$ cat src/rtl/bfsr_defs.vh
// Register offsets, field positions and reset values of the fault status bank
`ifndef BFSR_DEFS_VH
`define BFSR_DEFS_VH
`define BFSR_ADDR_W 8
`define BFSR_BOOST_OFS 8'h10
`define BFSR_LED_OFS 8'h12
`define BFSR_RESET_VAL 16'h0000
`define BFSR_THERMAL_FLAG 15
`define BFSR_THERMAL_ACK 14
`define BFSR_ISHORT_FLAG 13
`define BFSR_ISHORT_ACK 12
`define BFSR_STRRES_FLAG 11
`define BFSR_STRRES_ACK 10
`define BFSR_SELRES_FLAG 9
`define BFSR_SELRES_ACK 8
`define BFSR_FREQRES_FLAG 7
`define BFSR_FREQRES_ACK 6
`define BFSR_OCP_FLAG 5
`define BFSR_OCP_ACK 4
`define BFSR_OVPH_FLAG 3
`define BFSR_OVPH_ACK 2
`define BFSR_OVPL_FLAG 1
`define BFSR_OVPL_ACK 0
`define BFSR_BUSTMO_FLAG 14
`define BFSR_BUSTMO_ACK 13
`define BFSR_BADSTR_FLAG 12
`define BFSR_BADSTR_ACK 11
`define BFSR_CHAN_FLAG 10
`define BFSR_CHAN_ACK 9
`define BFSR_GND_FLAG 8
`define BFSR_SHORT_FLAG 7
`define BFSR_OPEN_FLAG 6
`define BFSR_CHANS 6
`endif

$ cat src/rtl/bfsr_regs.v
// Boost and LED fault status registers with paired write-one clear
// Functional notes
// - Boost fault register at offset 0x10, 16 bits, reads zero after reset.
// - LED fault register at offset 0x12, 16 bits, reads zero after reset.
// - Fault clears only when flag and ack bits both written one together.
// - Thermal shutdown flag bit 15, ack bit 14.
// - Current-set resistor short flag bit 13, ack bit 12.
// - Missing string resistor flag bit 11, ack bit 10.
// - Missing mode-select resistor flag bit 9, ack bit 8.
// - Missing frequency resistor flag bit 7, ack bit 6.
// - Boost over-current flag bit 5, ack bit 4.
// - Boost high over-voltage flag bit 3, ack bit 2.
// - Boost low over-voltage flag bit 1, ack bit 0; clears status only.
// - LED bit 15 reserved; bus timeout flag bit 14, ack bit 13.
// - Bad string configuration flag bit 12, ack bit 11.
// - Aggregate channel fault bit 10, ack 9; ground bit 8; channels bits 5..0.
// - Internal short bit 7, open bit 6; cleared with aggregate channel fault.
`timescale 1ns/1ps
`default_nettype none
`include "bfsr_defs.vh"
module bfsr_regs #(
    parameter CHANS = `BFSR_CHANS
) (
    input wire ref_clk,
    input wire sys_rst,
    input wire wr_en,
    input wire rd_en,
    input wire [`BFSR_ADDR_W-1:0] addr,
    input wire [15:0] wr_data,
    output reg [15:0] rd_data,
    output reg rd_hit,
    input wire thermal_trip_evt,
    input wire current_resistor_short_evt,
    input wire string_resistor_missing_evt,
    input wire select_resistor_missing_evt,
    input wire freq_resistor_missing_evt,
    input wire boost_overcurrent_evt,
    input wire boost_overvolt_high_evt,
    input wire boost_overvolt_low_evt,
    input wire bus_timeout_evt,
    input wire bad_string_config_evt,
    input wire channel_ground_short_evt,
    input wire channel_internal_short_evt,
    input wire channel_open_evt,
    input wire [CHANS-1:0] channel_fault_evt,
    output wire fault_irq_req
);

// ----------------------------------------------------------------
// Flag storage
// ----------------------------------------------------------------
reg [7:0] boost_flags;
reg bus_timeout_flag;
reg bad_string_config_flag;
reg channel_fault_agg;
reg channel_ground_short_flag;
reg channel_internal_short_flag;
reg channel_open_flag;
reg [CHANS-1:0] channel_fault_flags;
// Channel detail flags have no clear pair of their own; the aggregate pair clears them

// ----------------------------------------------------------------
// Address decode
// ----------------------------------------------------------------
// One decode feeds both paths, so a write and a read at one offset always agree
function [1:0] reg_select;
    input [`BFSR_ADDR_W-1:0] offset;
    begin
        reg_select = 2'h0;
        if (offset == `BFSR_BOOST_OFS) begin
            reg_select = 2'h1;
        end else if (offset == `BFSR_LED_OFS) begin
            reg_select = 2'h2;
        end
    end
endfunction

wire [1:0] addr_sel = reg_select(addr);
wire wr_boost = wr_en & addr_sel[0];
wire wr_led = wr_en & addr_sel[1];
wire rd_boost = rd_en & addr_sel[0];
wire rd_led = rd_en & addr_sel[1];

// True when the flag bit and its ack bit are both one in the written word
function pair_clear;
    input [15:0] data;
    input integer flag_pos;
    begin
        pair_clear = data[flag_pos] & data[flag_pos-1];
    end
endfunction

// ----------------------------------------------------------------
// Boost fault events, flag k at bit 2k+1 and its ack at bit 2k
// ----------------------------------------------------------------
wire [7:0] boost_evt = {
    thermal_trip_evt,
    current_resistor_short_evt,
    string_resistor_missing_evt,
    select_resistor_missing_evt,
    freq_resistor_missing_evt,
    boost_overcurrent_evt,
    boost_overvolt_high_evt,
    boost_overvolt_low_evt
};

// ----------------------------------------------------------------
// Boost flags, one per bit pair
// ----------------------------------------------------------------
wire [7:0] next_boost_flags;
genvar k;
generate
    for (k = 0; k < 8; k = k + 1) begin : g_boost
        // A new event beats a clear in the same cycle, so no fault is lost
        assign next_boost_flags[k] = boost_evt[k] |
            (boost_flags[k] & ~(wr_boost & pair_clear(wr_data, 2 * k + 1)));
    end
endgenerate

always @(posedge ref_clk) begin
    if (sys_rst) begin
        boost_flags <= 8'h00;
    end else begin
        boost_flags <= next_boost_flags;
    end
end

wire clr_chan = wr_led && pair_clear(wr_data, `BFSR_CHAN_FLAG);
wire any_chan_evt = channel_ground_short_evt | channel_internal_short_evt |
    channel_open_evt | (|channel_fault_evt);

// ----------------------------------------------------------------
// LED flags
// ----------------------------------------------------------------
always @(posedge ref_clk) begin
    if (sys_rst) begin
        bus_timeout_flag <= 1'b0;
        bad_string_config_flag <= 1'b0;
        channel_fault_agg <= 1'b0;
        channel_ground_short_flag <= 1'b0;
        channel_internal_short_flag <= 1'b0;
        channel_open_flag <= 1'b0;
        channel_fault_flags <= {CHANS{1'b0}};
    end else begin
        if (bus_timeout_evt) begin
            bus_timeout_flag <= 1'b1;
        end else if (wr_led && pair_clear(wr_data, `BFSR_BUSTMO_FLAG)) begin
            bus_timeout_flag <= 1'b0;
        end
        if (bad_string_config_evt) begin
            bad_string_config_flag <= 1'b1;
        end else if (wr_led && pair_clear(wr_data, `BFSR_BADSTR_FLAG)) begin
            bad_string_config_flag <= 1'b0;
        end
        if (any_chan_evt) begin
            channel_fault_agg <= 1'b1;
        end else if (clr_chan) begin
            channel_fault_agg <= 1'b0;
        end
        // Detail flags follow the aggregate's clear; set still wins
        if (channel_ground_short_evt) begin
            channel_ground_short_flag <= 1'b1;
        end else if (clr_chan) begin
            channel_ground_short_flag <= 1'b0;
        end
        if (channel_internal_short_evt) begin
            channel_internal_short_flag <= 1'b1;
        end else if (clr_chan) begin
            channel_internal_short_flag <= 1'b0;
        end
        if (channel_open_evt) begin
            channel_open_flag <= 1'b1;
        end else if (clr_chan) begin
            channel_open_flag <= 1'b0;
        end
        channel_fault_flags <= channel_fault_evt |
            (clr_chan ? {CHANS{1'b0}} : channel_fault_flags);
    end
end

// ----------------------------------------------------------------
// Read path and interrupt request
// ----------------------------------------------------------------
wire [15:0] boost_word = {boost_flags[7], 1'b0, boost_flags[6], 1'b0,
    boost_flags[5], 1'b0, boost_flags[4], 1'b0, boost_flags[3], 1'b0,
    boost_flags[2], 1'b0, boost_flags[1], 1'b0, boost_flags[0], 1'b0};
// Ack bits always read back as zero; only the flags are stored
wire [15:0] led_word = {
    1'b0,
    bus_timeout_flag,
    1'b0,
    bad_string_config_flag,
    1'b0,
    channel_fault_agg,
    1'b0,
    channel_ground_short_flag,
    channel_internal_short_flag,
    channel_open_flag,
    channel_fault_flags
};

always @(posedge ref_clk) begin
    if (sys_rst) begin
        rd_data <= `BFSR_RESET_VAL;
        rd_hit <= 1'b0;
    end else begin
        // Unmapped offsets answer zero with no hit
        rd_hit <= rd_boost | rd_led;
        if (rd_boost) begin
            rd_data <= boost_word;
        end else if (rd_led) begin
            rd_data <= led_word;
        end else begin
            rd_data <= `BFSR_RESET_VAL;
        end
    end
end

// Low over-voltage flag stays off the pin: its clear only touches status
// Read-only detail flags reach the pin only through the aggregate flag
assign fault_irq_req = (|boost_flags[7:1]) | bus_timeout_flag |
    bad_string_config_flag | channel_fault_agg;

endmodule // bfsr_regs
`default_nettype wire

$ cat config.mk
export PLATFORM = sky130hd
export DESIGN_NAME = bfsr_regs
export DESIGN_NICKNAME = d
export VERILOG_FILES = /design/src/rtl/bfsr_regs.v
export VERILOG_INCLUDE_DIRS = /design/src /design/src/rtl
export SDC_FILE = /design/constraint.sdc
export NUM_CORES = 1
export LEC_CHECK = 0
export BUFFER_PORTS_ARGS = -buffer_cell sky130_fd_sc_hd__buf_2
export CAP_MARGIN = 20
export CORE_MARGIN = 2
export CORE_UTILIZATION = 30
export CTS_BUF_LIST = sky130_fd_sc_hd__clkbuf_8
export DETAILED_ROUTE_END_ITERATION = 8
export GPL_ROUTABILITY_DRIVEN = 0
export SYNTH_ARGS = -nofsm -noshare
export SYNTH_HDL_FRONTEND = slang
export SYNTH_SLANG_ARGS = --single-unit
$ cat constraint.sdc
create_clock -name ref_clk -period 2.1 [get_ports ref_clk]
set_clock_uncertainty 0.05 [all_clocks]
set_input_delay 0.525 -clock ref_clk [delete_from_list [all_inputs] [get_ports ref_clk]]
set_output_delay 0.525 -clock ref_clk [all_outputs]
set_load 0.01 [all_outputs]
==> impl_metrics.csv <==
group,metric,value,unit
finish,diodes,0,
timing,final_max_slew_viol_count,0,
critical_path,critPathLaunchType,"flop",
finish,utilization,0.429,
hold_path,hp-class,"flop to flop",
critical_path,cp_num_cells,3,
place,place_hpwl,2450,um
clock_tree,cts_buffers,5,
clock_tree,cts.sinks,37,
floorplan,dieArea,5180,sq um
global_routing,antenna_found_initial,0,
pwr,powerDensity,750,nW/um^2
pwr,vdd_drop_max,238,uV
pwr,p_leak,0.943,nW
clock_tree,cts-root-buf,"clkbuf_8",
timing,period_minus_slack,1850,ps
timing,max_freq,0.541,GHz
detailed_routing,postRouteAntennaNets,0,
clock_tree,clkLatencyLatePin,280,ps
synthesis,synth_nets,186,
global_routing,grtUsageTotal,0.132,
critical_path,worstSetupPathType,"flop to output port",
clock_tree,cts_hold_buffers,0,
synthesis,syn_area,1390,sq um
synthesis,avgSynthCellArea,9.96,sq um
hold_path,worstHoldEndpoint,"channel_fault_flags[0]",
detailed_routing,firstDrtPassIters,4,
critical_path,r2r_end,"boost_flags[6]",
critical_path,worst_setup_path_end_kind,"output port",
clock_tree,cts-resized-gates,0,
global_routing,grt_start_max_net_pins,18,
timing,maxSlewHeadroom,0.767,
floorplan,io_pins,65,
clock_tree,cts.reportedPaths.clkPinSlew,70,ps
critical_path,r2r_start,"boost_flags[6]",
critical_path,path_delay_family,"simple AND/OR/NAND/NOR gates",
detailed_routing,drt_iter0_markers,73,
hold_path,worstHoldPathCells,2,
flow_run,max-cap-violations,0,
critical_path,crit_path_cell_trace,"nor4_1 -> nand3_1 -> buf_2",
synthesis,ys_types,24,
synthesis,ys_warn_count,0,
hold_path,min_from,"channel_fault_flags[0]",
critical_path,crit_arrival,1270,ps
critical_path,crit_buf_inv,1,
critical_path,critPathRequiredTime,1520,ps
outcome,outcome,"finished clean",
synthesis,synth_top_area_frac,0.535,
floorplan,rows,24,
floorplan,die_x,71.9,um
synthesis,ys_seq_area_frac,0.535,
global_routing,grt_pass1_vias,1105,
clock_tree,cts_tree,"built",
finish,synthToLayoutAreaGrowth,36.9,%
finish,fillers,442,
detailed_routing,via_per_inst,4.60,
synthesis,ys_top_cells_by_area,"dfxtp_1 53%, o2bb2ai_1 5.7%, inv_1 5.4%, o41ai_1 5.1%, a21oi_1 3.6%",
synthesis,syn_inst,139,
clock_tree,h-tree-depth,2,
critical_path,reg2reg_slack,1370,ps
synthesis,yosysTopAreaCell,"dfxtp_1",
place,io_buffers,64,
detailed_routing,drcViolationCount,0,
clock_tree,postCtsSetupBuffers,0,
critical_path,cp_max_fo,3,
critical_path,ff2ff_path_depth,2,
timing,rsz0062_at_grt,"false",
timing,fin_crit_sh,0.880,
detailed_routing,drt_wl_total,3130,um
synthesis,synth-seq-cells,37,
critical_path,critical_path.max_stage_delay,360,ps
global_routing,grt_overflow_total,0,
timing,setup_viol,0,
global_routing,grt_first_pass_wirelength,5110,um
detailed_routing,vias,1205,
timing,hold_viol_final,0,
clock_tree,max-clock-path-buffers,2,
timing,tightest_slew,350,ps
floorplan,core_area,4410,sq um
finish,drive_gt1_frac,0.410,
detailed_routing,post_drt_wl_per_cell,12.0,um
timing,finalSetupTns,0,ps
finish,final_nets,256,
floorplan,start_util,0.314,
critical_path,cp_slowest_cell,"nor4_1",
floorplan,die_y,71.9,um
[cell families (layout without fill, tap and decap cells)]
| group | Yosys count | in the layout | share of synthesized area |
|---|---|---|---|
| simple gates | 38 | 38 | 0.174 |
| flops | 37 | 37 | 0.535 |
| buf+inv | 29 | 100 | 0.0876 |
| mux | 4 | 4 | 0.0289 |
| compound gates | 31 | 31 | 0.174 |
[through the flow]
stage                     hold slack, ps  setup slack [ps]  power [mW]  instance area (sq um)  std cells
final                                394               253        1.42                   1900        262
after global routing                 401               168        1.50                   1900        262
after CTS                            397               250        1.44                   1900        262
after detailed placement             386              16.2       0.905                   1790        254
after global placement               385              11.5       0.906                   1790        254
after floorplan                      369               201       0.832                   1390        139
[flip-flops by register name, summed over array words and instances, names as in the netlist]
name                         flops
channel_open_flag                1
channel_internal_short_flag      1
bad_string_config_flag           1
rd_data                         16
channel_ground_short_flag        1
channel_fault_flags              6
boost_flags                      8
bus_timeout_flag                 1
channel_fault_agg                1
rd_hit                           1
[area by class of cell]
| type | instances | area [sq um] | share of cell area |
|---|---|---|---|
| sequential | 37 | 741 | 0.391 |
| multi-input combinational | 73 | 523 | 0.276 |
| timing repair buffer | 70 | 378 | 0.199 |
| clock buffer | 7 | 96.3 | 0.0508 |
| inverter | 22 | 87.6 | 0.0462 |
| tap | 52 | 65.1 | 0.0343 |
| clock inverter | 1 | 5.00 | 0.00264 |
[cells in the mapped netlist, drive strengths merged]
cell type   n
nor3b       4
nor4        3
mux2i       4
o31ai       3
clkinv      1
o2bb2ai     9
or4b        3
dfxtp      37
nor2        5
or4         1
nand3       4
nand2       8
o41ai       8
a21oi      10
o22ai       1
inv        21
or3         2
clkbuf      5
buf         2
and3        8
[power breakdown]
part           total, mW  leakage [nW]  switching [mW]  internal (mW)
Sequential         0.753         0.305          0.0193          0.733
Combinational      0.135         0.584          0.0625         0.0724
Clock              0.534        0.0542           0.237          0.296
[per-layer routing]
layer / track usage / up-vias / routed length [um]
li1: - / 629 / -
met1: 0.163 / 529 / 1360
met2: 0.206 / 41 / 1490
met3: 0.0417 / 6 / 214
met4: 0.0692 / 0 / 72
met5: 0 / - / 0
[cells in the final DEF, fill, tap and decap left out, types with 2 or more instances in the layout]
master / instances
dfxtp_1: 37
nand2_1: 8
inv_1: 20
o2bb2ai_1: 9
nor4_1: 3
clkbuf_8: 7
a21oi_1: 10
mux2i_1: 4
o31ai_1: 2
o41ai_1: 8
or3_1: 2
buf_2: 64
nor2_1: 5
nand3_1: 4
and3_1: 8
or4b_1: 2
buf_4: 5
nor3b_2: 4
[tightest hold or removal path, delay by kind of cell (launching register included)]
| family | cells | cell delay, ps |
|---|---|---|
| compound gates | 1 | 50 |
| buf+inv | 1 | 50 |
| flops | 1 | 310 |
[worst max path at each step]
stage	start	end
2_1_floorplan	addr[0]	boost_flags[0]
3_3_place_gp	addr[0]	boost_flags[6]
3_5_place_dp	addr[0]	boost_flags[2]
4_1_cts	boost_flags[2]	fault_irq_req
5_1_grt	boost_flags[2]	fault_irq_req
6_report	boost_flags[2]	fault_irq_req
Note: power is estimated with default switching activity, not from simulation.
